File: config.mk
export PLATFORM = sky130hd
export DESIGN_NAME = bsie_top
export DESIGN_NICKNAME = d
export VERILOG_FILES = /design/src/inc/bsie_pkg.sv /design/src/core/bsie_pend.sv /design/src/core/bsie_stat.sv /design/src/core/bsie_top.sv
export VERILOG_INCLUDE_DIRS = /design/src /design/src/inc
export SDC_FILE = /design/constraint.sdc
export NUM_CORES = 1
export LEC_CHECK = 0
export ABC_AREA = 1
export BUFFER_PORTS_ARGS = -buffer_cell sky130_fd_sc_hd__buf_2
export CORE_UTILIZATION = 50
export CTS_CLUSTER_DIAMETER = 100
export DETAILED_ROUTE_END_ITERATION = 7
export MAX_ROUTING_LAYER = met4
export PLACE_DENSITY = 0.81
export SETUP_SLACK_MARGIN = 0.3
export SKIP_LAST_GASP = 1
export SLEW_MARGIN = 20
export SYNTH_ARGS = -nofsm -noshare
export SYNTH_HDL_FRONTEND = slang
export SYNTH_SLANG_ARGS = --single-unit
export TNS_END_PERCENT = 30
File: constraint.sdc
create_clock -name pclk -period 2.5 [get_ports pclk]
set_clock_uncertainty 0.15 [all_clocks]
set_input_delay 0.25 -clock pclk [delete_from_list [all_inputs] [get_ports pclk]]
set_output_delay 0.25 -clock pclk [all_outputs]
set_load 0.02 [all_outputs]
File: src/inc/bsie_cfg.svh
`ifndef BSIE_CFG_SVH
`define BSIE_CFG_SVH

// ==========================================================
// Register byte addresses
`define BSIE_ADDR_W 16
`define BSIE_OFS_ISTAT 16'h3060
`define BSIE_OFS_CSTAT 16'h306c
`define BSIE_OFS_MASK 16'h3070

// ==========================================================
// Current status word fields
`define BSIE_B_MASTER 3
`define BSIE_B_PEND 5
`define BSIE_B_INTA 6
`define BSIE_CSTAT_RSVD 32'hffffff97

// ==========================================================
// Interrupt status layout
`define BSIE_B_FALL 6
`define BSIE_B_RISE 7
`define BSIE_ERR_LIVE_LO 8
`define BSIE_ERR_LIVE_W 6
`define BSIE_ERR_LO_W 3
`define BSIE_MBOX_LO 16
`define BSIE_MBOX_N 8
`define BSIE_IMPL_BASE 32'h00ff3f07
`define BSIE_IMPL_HOST 32'h000000c0
`define BSIE_ERR_ROUTE_W 9

// ==========================================================
// Reset values and counts
`define BSIE_MASK_RST 32'h00000000
`define BSIE_PEND_W 5
`define BSIE_PEND_MAX 5'h1f
`define BSIE_LAG_MAX_CYC 5

`endif

File: src/inc/bsie_pkg.sv
`include "bsie_cfg.svh"

package bsie_pkg;

    // ======================================================
    // State of the register front end
    typedef struct packed {
        logic [31:0] prdata;
        logic pslverr;
        logic [31:0] mask;
        logic irq;
        logic intan_prev;
        logic [`BSIE_ERR_ROUTE_W-1:0] err_route;
    } bsie_main_s;

    // ======================================================
    // State of the pending write tracker
    typedef struct packed {
        logic [`BSIE_PEND_W-1:0] cnt;
        logic flag;
    } bsie_pend_s;

    // ======================================================
    // State of the sticky status bits
    typedef struct packed {
        logic [31:0] bits;
    } bsie_stat_s;

endpackage : bsie_pkg

File: src/core/bsie_pend.sv
`timescale 1ns/1ns
`default_nettype none
`include "bsie_cfg.svh"

module bsie_pend (
    input wire logic pclk,
    input wire logic presetn,
    input wire logic enter,
    input wire logic retire,
    output var logic pending
);
    import bsie_pkg::*;

    bsie_pend_s cur;
    bsie_pend_s nxt;

    always_comb begin
        nxt = cur;
        if (enter && !retire && cur.cnt != `BSIE_PEND_MAX) begin
            nxt.cnt = cur.cnt + `BSIE_PEND_W'(1);
        end else if (retire && !enter && cur.cnt != '0) begin
            nxt.cnt = cur.cnt - `BSIE_PEND_W'(1);
        end
        // Flag follows the count one cycle after entry
        nxt.flag = (nxt.cnt != '0);
    end

    always_ff @(posedge pclk or negedge presetn) begin
        if (!presetn) begin
            cur <= '0;
        end else begin
            cur <= nxt;
        end
    end

    assign pending = cur.flag;

    // ======================================================
    // Checks
    localparam int LAG = `BSIE_LAG_MAX_CYC;
endmodule : bsie_pend
`default_nettype wire

File: src/core/bsie_stat.sv
`timescale 1ns/1ns
`default_nettype none
`include "bsie_cfg.svh"

module bsie_stat (
    input wire logic pclk,
    input wire logic presetn,
    input wire logic [31:0] set_evt,
    input wire logic [31:0] clr_w1c,
    input wire logic [31:0] impl,
    output var logic [31:0] stat
);
    import bsie_pkg::*;

    bsie_stat_s cur;
    bsie_stat_s nxt;
    logic [31:0] bit_next;

    // Set wins over a same-cycle write-one-to-clear
    genvar i;
    generate
        for (i = 0; i < 32; i++) begin : g_bit
            assign bit_next[i] = impl[i] &
                (set_evt[i] | (cur.bits[i] & ~clr_w1c[i]));
        end
    endgenerate

    always_comb begin
        nxt = cur;
        nxt.bits = bit_next;
    end

    always_ff @(posedge pclk or negedge presetn) begin
        if (!presetn) begin
            cur <= '0;
        end else begin
            cur <= nxt;
        end
    end

    assign stat = cur.bits;
endmodule : bsie_stat
`default_nettype wire

File: src/core/bsie_top.sv
// Our own choice: the APB slave port.
`timescale 1ns/1ns
`default_nettype none
`include "bsie_cfg.svh"

module bsie_top (
    input wire logic pclk,
    input wire logic presetn,
    input wire logic psel,
    input wire logic penable,
    input wire logic pwrite,
    input wire logic [`BSIE_ADDR_W-1:0] paddr,
    input wire logic [31:0] pwdata,
    output var logic [31:0] prdata,
    output var logic pready,
    output var logic pslverr,
    input wire logic host_mode,
    input wire logic target_only,
    input wire logic bus_master_en,
    input wire logic intan_n,
    input wire logic outbound_write_enter,
    input wire logic outbound_write_retire,
    input wire logic [`BSIE_ERR_LO_W-1:0] err_evt_lo,
    input wire logic [`BSIE_ERR_LIVE_W-1:0] err_live,
    input wire logic [`BSIE_MBOX_N-1:0] inbound_box_wr,
    output var logic [`BSIE_ERR_ROUTE_W-1:0] pci_err_route,
    output var logic local_irq_out
);
    import bsie_pkg::*;

    // ======================================================
    // Declarations
    bsie_main_s cur;
    bsie_main_s nxt;
    logic outbound_write_pending;
    logic [31:0] sticky;
    logic [31:0] status;
    logic [31:0] impl_vec;
    logic [31:0] set_evt;
    logic [31:0] clr_w1c;
    logic [31:0] cstat_word;
    logic live_master;
    logic live_inta;
    logic intan_fall;
    logic intan_rise;
    logic setup_ph;
    logic access_wr;

    // ======================================================
    // Mode dependent layout
    assign impl_vec = `BSIE_IMPL_BASE |
        (host_mode ? `BSIE_IMPL_HOST : 32'h00000000);
    assign live_master = bus_master_en & ~target_only;
    assign live_inta = intan_n & host_mode;

    // ======================================================
    // Event sources
    assign intan_fall = host_mode & cur.intan_prev & ~intan_n;
    assign intan_rise = host_mode & ~cur.intan_prev & intan_n;

    always_comb begin
        set_evt = 32'h00000000;
        set_evt[`BSIE_ERR_LO_W-1:0] = err_evt_lo;
        set_evt[`BSIE_B_FALL] = intan_fall;
        set_evt[`BSIE_B_RISE] = intan_rise;
        set_evt[`BSIE_MBOX_LO +: `BSIE_MBOX_N] = inbound_box_wr;
    end

    // ======================================================
    // APB phases
    assign setup_ph = psel & ~penable;
    assign access_wr = psel & penable & pwrite;
    assign pready = psel & penable;

    always_comb begin
        clr_w1c = 32'h00000000;
        if (access_wr && paddr == `BSIE_OFS_ISTAT) begin
            clr_w1c = pwdata;
        end
        // An INTA edge in the same cycle keeps both edge bits from clearing
        if (intan_fall || intan_rise) begin
            clr_w1c[`BSIE_B_FALL] = 1'b0;
            clr_w1c[`BSIE_B_RISE] = 1'b0;
        end
    end

    bsie_stat u_stat (
        .pclk(pclk),
        .presetn(presetn),
        .set_evt(set_evt),
        .clr_w1c(clr_w1c),
        .impl(impl_vec),
        .stat(sticky)
    );

    bsie_pend u_pend (
        .pclk(pclk),
        .presetn(presetn),
        .enter(outbound_write_enter),
        .retire(outbound_write_retire),
        .pending(outbound_write_pending)
    );

    // Error bits 13:8 are live copies, the rest are sticky
    always_comb begin
        status = sticky;
        status[`BSIE_ERR_LIVE_LO +: `BSIE_ERR_LIVE_W] = err_live;
    end

    // ======================================================
    // Current status word
    always_comb begin
        cstat_word = 32'h00000000;
        cstat_word[`BSIE_B_MASTER] = live_master;
        cstat_word[`BSIE_B_PEND] = outbound_write_pending;
        cstat_word[`BSIE_B_INTA] = live_inta;
    end

    // ======================================================
    // Next state
    always_comb begin
        nxt = cur;
        nxt.intan_prev = intan_n;
        // Drop enables whose status bit vanished with a mode change
        nxt.mask = cur.mask & impl_vec;
        if (setup_ph) begin
            nxt.pslverr = 1'b0;
            nxt.prdata = 32'h00000000;
            case (paddr)
                `BSIE_OFS_ISTAT: begin
                    nxt.prdata = pwrite ? 32'h00000000 : status;
                end
                `BSIE_OFS_CSTAT: begin
                    nxt.prdata = pwrite ? 32'h00000000 : cstat_word;
                end
                `BSIE_OFS_MASK: begin
                    nxt.prdata = pwrite ? 32'h00000000 : cur.mask;
                end
                default: begin
                    nxt.pslverr = 1'b1;
                end
            endcase
        end
        if (access_wr && paddr == `BSIE_OFS_MASK) begin
            nxt.mask = pwdata & impl_vec;
        end
        nxt.irq = |(status & cur.mask);
        nxt.err_route = {status[`BSIE_ERR_LIVE_LO +: `BSIE_ERR_LIVE_W],
            status[`BSIE_ERR_LO_W-1:0]};
    end

    // ======================================================
    // State register
    always_ff @(posedge pclk or negedge presetn) begin
        if (!presetn) begin
            cur.prdata <= 32'h00000000;
            cur.pslverr <= 1'b0;
            cur.mask <= `BSIE_MASK_RST;
            cur.irq <= 1'b0;
            cur.intan_prev <= 1'b1;
            cur.err_route <= '0;
        end else begin
            cur <= nxt;
        end
    end

    assign prdata = cur.prdata;
    assign pslverr = cur.pslverr & psel & penable;
    assign local_irq_out = cur.irq;
    assign pci_err_route = cur.err_route;

    localparam int LAG_TOP = `BSIE_LAG_MAX_CYC;
endmodule : bsie_top
`default_nettype wire

* Yosys cells after proc, flatten, opt, wreduce, memory -nomap -nowiden
Index checks and enable logic that the tools add are counted.
** Cells by class
- Bitwise gates (word level) :: 110
- Multiplexer cells :: 11
- Equal/unequal tests :: 4
- $add $sub $neg :: 2
- Reductions and logical operators :: 13
** Operators with widths (count)
- two-way mux 32 bit :: 4
- case mux 32 bit (3 select lines) :: 1
- bitwise AND 32 x 24 -> 32 bit :: 2
- bitwise AND 1 bit :: 48
- == test 16 x 14 -> 1 bit, second input constant :: 3
- inverter 1 bit :: 36
- bitwise AND 32 bit :: 1
- OR reduction 32 bit :: 1
- OR 1 bit :: 13
- bitwise AND 1 bit, first input constant :: 10
- two-way mux 5 bit :: 2
- nonzero test 5 bit :: 2
- two-way mux 8 bit :: 1
- two-way mux 7 bit :: 1
- logical AND 1 bit :: 6
- adder 5 x 1 -> 5 bit, second input constant :: 1
- != test 5 bit, second input constant :: 1
- subtractor 5 x 1 -> 5 bit, second input constant :: 1
- OR reduction 3 bit :: 1
- zero test 1 bit :: 2
- two-way mux 2 bit :: 1
- logical OR 1 bit :: 1
- two-way mux 1 bit :: 1
** Storage, ports and cells
- Output and inout port bits :: 44
- Bits in registers :: 114
- Logic and storage cells :: 149
- Input bits :: 76

* Longest topological paths before layout
Gate-level depths: netlist (run 1).
- Word-level depth :: 9
- Gate-level depth with buffers :: 13
- Gate-level depth less buffers :: 13

* Modules after synthesis
Synthesis (run 1) repeated with hierarchy kept, for this count alone.
** Second synthesis, totals
- Cells, all modules :: 751
- Area, all modules :: 5699.2 sq um
** Modules (own cells, without submodules)
- bsie_top :: area each 3621.0 sq um, times used 1, sequential area each 1577.8 sq um, cells an instance 491
- bsie_stat :: area each 1561.5 sq um, times used 1, sequential area each 800.8 sq um, cells an instance 192
- bsie_pend :: area each 516.7 sq um, times used 1, sequential area each 150.1 sq um, cells an instance 68

* Least setup slack after synthesis (run 1)
OpenSTA, ideal clock, no wires.
- Kind :: reg-to-reg
- From :: reg u_pend.cur[1] in the netlist's numbering
- To :: reg u_pend.cur, in the netlist u_pend.pending
- Data arrival time :: 1560 ps
- Clock period less this slack :: 1828 ps
- Library setup time :: 119 ps
- Stages on the path, launching flop included :: 13
- Setup slack :: 672 ps
- Required time :: 2231 ps
- Path through :: dfrtp_1 -> ha_1 -> inv_1 -> nor3_1 -> ha_1 -> inv_1 -> nand3_1 -> nand2_1 -> nor2_1 -> nor2_1 -> nand3_1 -> nor2_1 -> nand2_1
** RTL lines
- start, declared :: line bsie_pend.sv:14 : bsie_pend_s cur;
- start signal, assigned :: line bsie_pend.sv:32 : cur <= nxt;

==> results of run 1 <==
==> kinds of logic (layout without fill, tap and decap cells) <==
logic type                 after synthesis  in the layout
AOI/OAI and AO/OA                       54             54
and+or+nand+nor                        269            269
adders and majority gates                3              3
buffers and inverters                  108            189
DFF                                     71             71
other                                    1             11
==> cells in the mapped netlist, types with 3 or more instances <==
cell type and n:
nand2_1 165, buf_6 6, dfrtp_1 70, o21ai_2 27, ha_1 3, nand4_1 8, nand3_1 16, inv_1 51
nor2_2 11, nor2_1 57, buf_2 5, buf_4 41, clkbuf_1 3, o21ai_1 20
==> through the flow <==
stage                     setup WS [ps]  hold WS (ps)  area [sq um]  util, %
after floorplan                     672          -196          4010        -
after detailed placement            399           135          4220     54.7
after CTS                           392          2.92          4650     60.2
after global routing                337          6.67          4660     60.3
after global placement              518           129          4220     54.7
final                               518          3.53          4660     60.3
==> final cells by class <==
cell class | count | area [sq um]
Clock buffer | 12 | 155
Clock inverter | 4 | 45.0
Multi-Input combinational cell | 337 | 1620
Inverter | 52 | 195
Tap cell | 102 | 128
Sequential cell | 71 | 1780
Timing Repair Buffer | 121 | 741
Fill cell | 682 | 3070
==> sequential cells by signal, indices dropped and copies added, names as in the netlist <==
signal and flops:
cur 21, prdata 21, u_stat.stat 13, pci_err_route 9, u_pend.cur 5, local_irq_out 1, u_pend.pending 1
==> critical path, cell delays in order, from the launching register on <==
cell     delay [ps]
dfrtp_2         440
ha_1            230
inv_1            80
nor3_1           60
ha_1            210
inv_1            70
nand3_2         150
nand2_1         100
nor2_1           40
nor2_1          110
nand3_1          80
nor2_1          110
nand2_1          60
==> routing by layer <==
metal  share of wire, %  wire, microns  vias to the layer above  track usage (%)
li1                   -              -                     1697                -
met1                 48           3940                     1507             28.9
met2                 45           3690                       98             33.0
met3                4.7            384                       12             3.43
met4                1.8            146                        0             7.80
met5                  0              0                        -                -
==> cell usage in the layout, fill, tap and decap left out, drive strengths merged, types with 3 or more instances in the layout <==
cell type | synthesis | layout
clkinv | 0 | 3
nor2 | 70 | 70
inv | 52 | 52
ha | 3 | 3
conb | 1 | 11
buf | 53 | 98
clkbuf | 3 | 12
nand3 | 17 | 17
nand4 | 9 | 9
o21ai | 49 | 49
dfrtp | 70 | 70
dlygate4sd3 | 0 | 23
nand2 | 168 | 168
==> power groups by stage <==
stage                     logic, W  clock network, W  registers, W
after floorplan           0.000319                 0       0.00126
after global placement    0.000416                 0       0.00127
after detailed placement  0.000443                 0       0.00127
after CTS                 0.000471          0.000924       0.00125
after global routing      0.000538          0.000987       0.00126
final                     0.000474          0.000911       0.00126
==> worst max path at each step <==
stage,slack [ps],cells past startpoint,to,from
3_5_place_dp,400,11,u_pend.pending,u_pend.cur[1]
5_1_grt,340,11,u_pend.pending,u_pend.cur[1]
6_report,520,12,u_pend.pending,u_pend.cur[1]
3_3_place_gp,520,12,u_pend.pending,u_pend.cur[1]
4_1_cts,390,11,u_pend.pending,u_pend.cur[1]
2_1_floorplan,670,12,u_pend.pending,u_pend.cur[1]
==> what timing repair did <==
item	4_1_cts	5_1_grt
hold buffers	23	0
resized for setup	0	2
endpoints found under the setup margin	0	1
endpoints found under the hold margin	45	0
==> results by group, run 1 <==
Outcome
  – Status: complete, but fails checks
  – Failing checks: design-rule violations

Timing
  – Final period util: 79.3%
  – Final hold vios: 0
  – Final worst path period need: 1980 ps
  – Unrepaired setup endpoints after global routing: false
  – Relative slew slack: 60.4%
  – Setup Viol. Count Final: 0
  – TNS Setup: 0 ps
  – FMAX: 505 MHz
  – Worst slew pin tran: 594 ps
  – Slew Viols, Final: 0

Clock tree
  – CTS Buf Count: 9
  – Worst-path clk slew: 70 ps
  – H-tree Lvls: 3
  – Clock buffer depth: 2
  – Root Driver: clkbuf_8
  – TritonCTS clock tree: yes
  – Clk_lat worst skew: 340 ps
  – Number of post-CTS setup repair buffers: 0
  – Count of clock tree sinks: 71

Layout
  – Final nets: 671
  – Layout Cells excl Fill: 699
  – Antenna diodes: 0
  – Layout cell share with drive strength beyond 1: 27.1%
  – P&R area growth vs syn: 17.2%

Die
  – Die span in x: 91.2 microns
  – IO Count: 120
  – Die area: 8310 sq um
  – Core footprint: 7730 sq um
  – Initial core utilization: 51.4%
  – # rows: 32
  – Die Y: 91.2 microns

Yosys
  – Post-synth EDFFs: 0
  – Synth Area in XOR/XNOR: 0%
  – Post-synth cell types: 31
  – Share of the synthesized area in the top cell type: 44.1%
  – Multiplexer share of the synthesized area: 0%
  – YS warnings: 0
  – Synthesized area: 3980 sq um
  – Yosys reg bits: 71
  – Syn Inst Count: 506
  – Leading area contributor after synthesis: dfrtp_1
  – Post-synthesis area per instance: 7.86 sq um
  – Synth area leaders: dfrtp_1 44%, nand2_1 16%, buf_4 7.7%
  – Ys flop type: dfrtp_1
  – Async S/R FF share, synth: 100%
  – Compound-Gate Fraction of Synth Area: 9.57%
  – Post-synthesis adder-cell area fraction: 0.944%
  – Largest family of logic cells by synthesized area: simple AND/OR/NAND/NOR gates
  – Sequential-to-total area share from yosys stat: 44.7%
  – Post-synthesis simple-gate area fraction: 29.0%

Pwr
  – Net Switching: 0.000746 W
  – PD cells: 567 nW/um^2
  – Peak VDD IR: 0.000388 V
  – P_int: 0.00190 W
  – Static leakage: 2.51 nW
  – Design Power: 0.00264 W
  – Switch share: 28.2%
  – Sequential power share: 47.6%
  – Comb pwr share: 17.9%
  – Clock power share: 34.5%

Setup path
  – CP Data Arrival Time: 2060 ps
  – Worst reg2reg startpoint: u_pend.cur[1]
  – Reg2Reg Capture Point: u_pend.pending
  – Crit Path Max Fanout: 7
  – FF-to-FF path depth: 12
  – Critical Path Sink Type: flop
  – Worst Path Required: 2580 ps
  – Class of the most critical setup path: reg -> reg
  – R2R Setup Slk: 520 ps
  – Setup crit start kind: flop

Routing
  – # DRC: 1
  – DRT Pass-1 Iters: 7
  – Drt wl/cell: 11.7 microns
  – Total vias in the final route: 3314
  – Routed Antenna Nets: 0
  – Detailed Route Iter0 Violations: 154
  – DR vias/cell: 4.74
  – Final WL: 8170 microns

Global routing
  – Grt ovf: 0
  – Overall routing resource usage: 21.4%
  – Vias in the first global route: 3060
  – First-pass GRT wire length: 13900 microns
  – Largest net degree at the start of global routing: 39
  – Initial antenna violation count: 0

Placed design
  – Placed Instances: 660
  – # port buffers: 95
  – DP Wirelength: 6020 microns
  – Gpl congestion: 0.864

Hold path
  – Worst Hold End: cur[22]
  – Hold Crit Start: pwdata[11]
  – HP Class: in -> reg
  – Worst Hold Depth: 3

Flow run
  – Number of max-cap violations: 0
No activity file was read; power rests on OpenSTA's default activity.
==> run 2, diff against run 1 <==
CORE_UTILIZATION = 47   (was 50)
PLACE_DENSITY = 0.8   (was 0.81)
clock period = 1.8 ns   (was 2.5 ns; I/O delays follow)
==> results by group, run 2 (synthesis results as in run 1) <==
Outcome
  – Status: complete, but fails checks
  – Failing checks: negative setup slack

Setup path
  – CP Data Arrival Time: 1910 ps
  – Crit Path Max Fanout: 5
  – Critical Path Sink Type: flop
  – Setup crit start kind: flop
  – R2R Setup Slk: -30 ps
  – Worst Path Required: 1880 ps
  – Class of the most critical setup path: reg -> reg

Timing
  – Final hold vios: 0
  – Unrepaired setup endpoints after global routing: true
  – Final period util: 102%
  – Relative slew slack: 61.8%
  – Final worst path period need: 1830 ps
  – Worst slew pin tran: 572 ps
  – Slew Viols, Final: 0
  – FMAX: 547 MHz
  – Final worst slack: -27.4 ps
  – Setup Viol. Count Final: 1

Layout
  – Layout cell share with drive strength beyond 1: 29.0%
  – Commonest non-fill, non-tap cell in the layout: nand2_1
  – Final nets: 698
  – Antenna diodes: 0
  – Layout Cells excl Fill: 729
  – Filler cell count in the final layout: 719
  – Final instance area: 4960 sq um
  – Register Area: 1780 sq um
  – P&R area growth vs syn: 24.8%
  – Commonest non-fill, non-tap cells in the layout: 163 x nand2_1, 95 x buf_2, 70 x dfrtp_1
  – Util after Layout: 60.4%
  – Area of the multi-input gates: 1660 sq um

Routing
  – Detailed Route Iter0 Violations: 206
  – # DRC: 0
  – Total vias in the final route: 3423
  – WL met2: 4230 microns
  – DR vias/cell: 4.70
  – Metal-1 WL: 4160 microns
  – Routed Antenna Nets: 0
  – Met3 wire length: 429 microns
  – Final WL: 8960 microns
  – Drt wl/cell: 12.3 microns
  – Top sig layer: met4
  – DRT Pass-1 Iters: 5

Clock tree
  – H-tree Lvls: 3
  – TritonCTS clock tree: yes
  – Count of clock tree sinks: 71
  – Clock buffer depth: 2
  – Clk_lat worst skew: 340 ps
  – Root Driver: clkbuf_8
  – CTS Buf Count: 9
  – Worst-path clk slew: 80 ps

Die
  – Die area: 8830 sq um
  – IO Count: 120
  – Die span in x: 94.0 microns
  – # rows: 33
  – Die Y: 94.0 microns
  – Core footprint: 8220 sq um
  – Initial core utilization: 48.4%

Pwr
  – Design Power: 0.00384 W
  – Peak VDD IR: 0.000666 V
  – PD cells: 774 nW/um^2
  – Static leakage: 2.63 nW

Placed design
  – # port buffers: 95
  – DP Wirelength: 5990 microns
  – Gpl congestion: 1.04
  – Placed Instances: 668
  – DP Area: 4310 sq um
  – Post-place setup slack: -56.3 ps

Global routing
  – First-pass GRT wire length: 15000 microns
  – Largest net degree at the start of global routing: 72
  – Grt ovf: 0
  – Overall routing resource usage: 22.5%
  – Vias in the first global route: 3251
  – Initial antenna violation count: 0

Hold path
  – HP Class: in -> reg

Flow run
  – Number of max-cap violations: 0
## run 2: changes by cell type in the layout (fill, tap and decap cells not counted), moves of 2 or more
cell	change
nand2_2	+2
nor2_1	-2
ha_1	-3
inv_1	-2
clkbuf_8	-2
nand2_1	-2
ha_2	+2
nor2_2	+2
buf_12	+2
dlygate4sd3_1	+17
inv_2	+2
buf_4	+8
## run 2: final cells by class
| class | count | share of cell area, % |
|---|---|---|
| Sequential cell | 71 | 35.8 |
| Multi-Input combinational cell | 337 | 33.4 |
| Timing Repair Buffer | 148 | 20.4 |
| Inverter | 52 | 3.93 |
| Tap cell | 105 | 2.65 |
| Clock buffer | 10 | 2.57 |
| Clock inverter | 6 | 1.24 |
## run 2: worst max-delay path: stages (launching register included)
cell	delay, ps
dfrtp_1	400
ha_2	200
inv_2	60
nor3_2	30
ha_2	190
inv_2	70
nand3_4	100
buf_4	160
nand3_1	100
nand3_1	100
nor2_1	100
nand2_1	60
## run 2: repair_timing
action,CTS,global route
hold buffers,40,0
endpoints found under the hold margin,110,0
pin swaps,5,3
endpoints found under the setup margin,6,6
buffers inserted,4,1
gates resized for setup,1,5
## run 2: routing by layer
metal / vias to the layer above / GRT usage (%)
li1: 1741 / -
met1: 1567 / 29.5
met2: 99 / 35.1
met3: 16 / 3.48
met4: 0 / 8.59
met5: - / -
## run 2: final timing paths
check,cells past startpoint,start,endpoint
min in group asynchronous,3,presetn,prdata[13]
max in group asynchronous,3,presetn,cur[9]
min reg2reg,2,prdata[0],prdata[0]
min,4,pwrite,prdata[3]
max,11,u_pend.cur[2],u_pend.pending
max reg2reg,11,u_pend.cur[2],u_pend.pending
## run 2: metrics by stage
step                TNS, ps  hold WS, ps
floorplan                 0         -266
global placement          0         77.7
detailed placement    -56.3         85.5
CTS                       0         38.6
global route           -156         73.9
finish                -27.4         57.1
## run 2: power by group
group / switching (W) / internal (W)
clock: 0.000596 / 0.000636
combinational: 0.000518 / 0.000377
sequential: 0.0000442 / 0.00167
total: 0.00116 / 0.00268
==> run 3, diff against run 2 <==
RECOVER_POWER = 100   (was unset)
==> results by group, run 3 (synthesis results as in run 1) <==
Clock tree
  – H-tree Lvls: 3
  – TritonCTS clock tree: yes
  – Root Driver: clkbuf_8
  – Worst-path clk slew: 80 ps
  – Count of clock tree sinks: 71
  – CTS Buf Count: 9
  – Clock buffer depth: 2
  – Clk_lat worst skew: 340 ps

Pwr
  – Peak VDD IR: 0.000666 V
  – PD cells: 795 nW/um^2
  – Static leakage: 2.41 nW

Setup path
  – Critical Path Sink Type: flop
  – Reg2Reg Capture Point: u_pend.pending
  – R2R Setup Slk: -30 ps
  – Class of the most critical setup path: reg -> reg
  – Worst Path Required: 1880 ps
  – CP max stage cell: dfrtp_1
  – Crit Path Max Fanout: 5
  – Worst path bufs/invs: 3
  – CP cell instances: ha_2, inv_2, nor3_2, ha_2, inv_2, nand3_4, buf_4, nand3_1, nand3_1, nor2_1, nand2_1
  – FF-to-FF path depth: 11
  – Crit-path leading delay family: simple AND/OR/NAND/NOR gates
  – CP Launch Point: u_pend.cur[2]
  – CP Data Arrival Time: 1910 ps
  – Setup crit start kind: flop
  – Slowest cell delay on critical path: 400 ps
  – Worst reg2reg startpoint: u_pend.cur[2]

Layout
  – Util after Layout: 58.6%
  – Antenna diodes: 0
  – Layout Cells excl Fill: 729
  – Commonest non-fill, non-tap cell in the layout: nand2_1
  – Commonest non-fill, non-tap cells in the layout: 163 x nand2_1, 70 x dfrtp_1, 57 x nor2_1
  – Layout cell share with drive strength beyond 1: 20.5%
  – P&R area growth vs syn: 21.2%
  – Final nets: 698
  – Final instance area: 4820 sq um

Routing
  – Drt wl/cell: 12.4 microns
  – Detailed Route Iter0 Violations: 185
  – Total vias in the final route: 3441
  – DR vias/cell: 4.72
  – # DRC: 0
  – Final WL: 9020 microns
  – DRT Pass-1 Iters: 5
  – Routed Antenna Nets: 0

Outcome
  – Failing checks: negative setup slack
  – Status: complete, but fails checks

Timing
  – Unrepaired setup endpoints after global routing: true
  – Final worst path period need: 1830 ps
  – FMAX: 547 MHz
  – Setup Viol. Count Final: 1
  – TNS Setup: -28.6 ps
  – Final hold vios: 0
  – Final hold slack: 71.7 ps
  – Slew Viols, Final: 0
  – Final period util: 102%
  – Relative slew slack: 37.4%
  – Worst slew pin tran: 938 ps
  – Final worst slack: -28.6 ps

Global routing
  – First-pass GRT wire length: 15000 microns
  – Routing usage on met2: 35.1%
  – Overall routing resource usage: 22.5%
  – Initial antenna violation count: 0
  – Busiest grt layer: met2
  – Vias in the first global route: 3251
  – Largest net degree at the start of global routing: 72
  – Grt ovf: 0
  – M1 GR Usage: 29.5%
  – M3 GR Usage: 3.48%

Die
  – Die area: 8830 sq um
  – IO Count: 120
  – Die Y: 94.0 microns
  – Die span in x: 94.0 microns
  – Core footprint: 8220 sq um
  – # rows: 33
  – Initial core utilization: 48.4%

Placed design
  – DP Area: 4310 sq um
  – Placed Instances: 668
  – DP Wirelength: 5990 microns
  – Gpl congestion: 1.04
  – # port buffers: 95

Hold path
  – HP Class: in -> reg
  – Hold Crit Start: bus_master_en
  – Worst Hold End: prdata[3]
  – Worst Hold Depth: 4

Flow run
  – Number of max-cap violations: 0
-- run 3: cell types whose count changed in the layout (fill, tap and decap cells not counted), sizes merged --
cell,delta
buf,-45
clkbuf,+45
-- run 3: what timing repair did --
item,4_1_cts,5_1_grt
gates resized for setup,1,5
hold buffers,40,0
endpoints found under the setup margin,6,6
buffers inserted,4,1
hold endpoints to repair,110,0
pin swaps,5,3
-- run 3: routing by layer --
| layer | wire length (microns) | vias to the layer above |
|---|---|---|
| met5 | 0 | - |
| met4 | 153 | 0 |
| met3 | 495 | 14 |
| met2 | 4180 | 113 |
| met1 | 4190 | 1574 |
| li1 | - | 1740 |
-- run 3: worst max path at each step --
| stage | depth (start not counted) | to | slack [ps] |
|---|---|---|---|
| after floorplan | 13 | u_pend.pending | 120 |
| after CTS | 12 | u_pend.pending | 3 |
| after global routing | 12 | u_pend.pending | -150 |
| after detailed placement | 12 | u_pend.pending | -60 |
| after global placement | 12 | u_pend.pending | 60 |
| final | 11 | u_pend.pending | -30 |
-- run 3: area by class of cell --
class | instances | area (sq um)
tap | 105 | 131
fill | 758 | 3400
clock buffer | 10 | 128
inverter | 52 | 195
sequential | 71 | 1780
multi-input combinational | 337 | 1610
clock inverter | 6 | 61.3
timing repair buffer | 148 | 915
-- run 3: stage by stage --
stage / setup slack, ps / total power, W
6_report: -28.6 / 0.00383
5_1_grt: -149 / 0.00402
4_1_cts: 3.24 / 0.00378
3_5_place_dp: -56.3 / 0.00244
3_3_place_gp: 62.7 / 0.00239
2_1_floorplan: 118 / 0.00220
-- run 3: power by group --
part / total (W) / internal, W / switching [W]
Clock: 0.00123 / 0.000636 / 0.000596
Combinational: 0.000883 / 0.000368 / 0.000515
Sequential: 0.00171 / 0.00167 / 0.0000438
Total: 0.00383 / 0.00267 / 0.00115
-- run 3: worst register-to-register path: cells and delay by family (launching register included) --
family	cells	cell delay, ps
simple gates	6	490
buf+inv	3	290
fa+ha+maj	2	390
flops	1	400
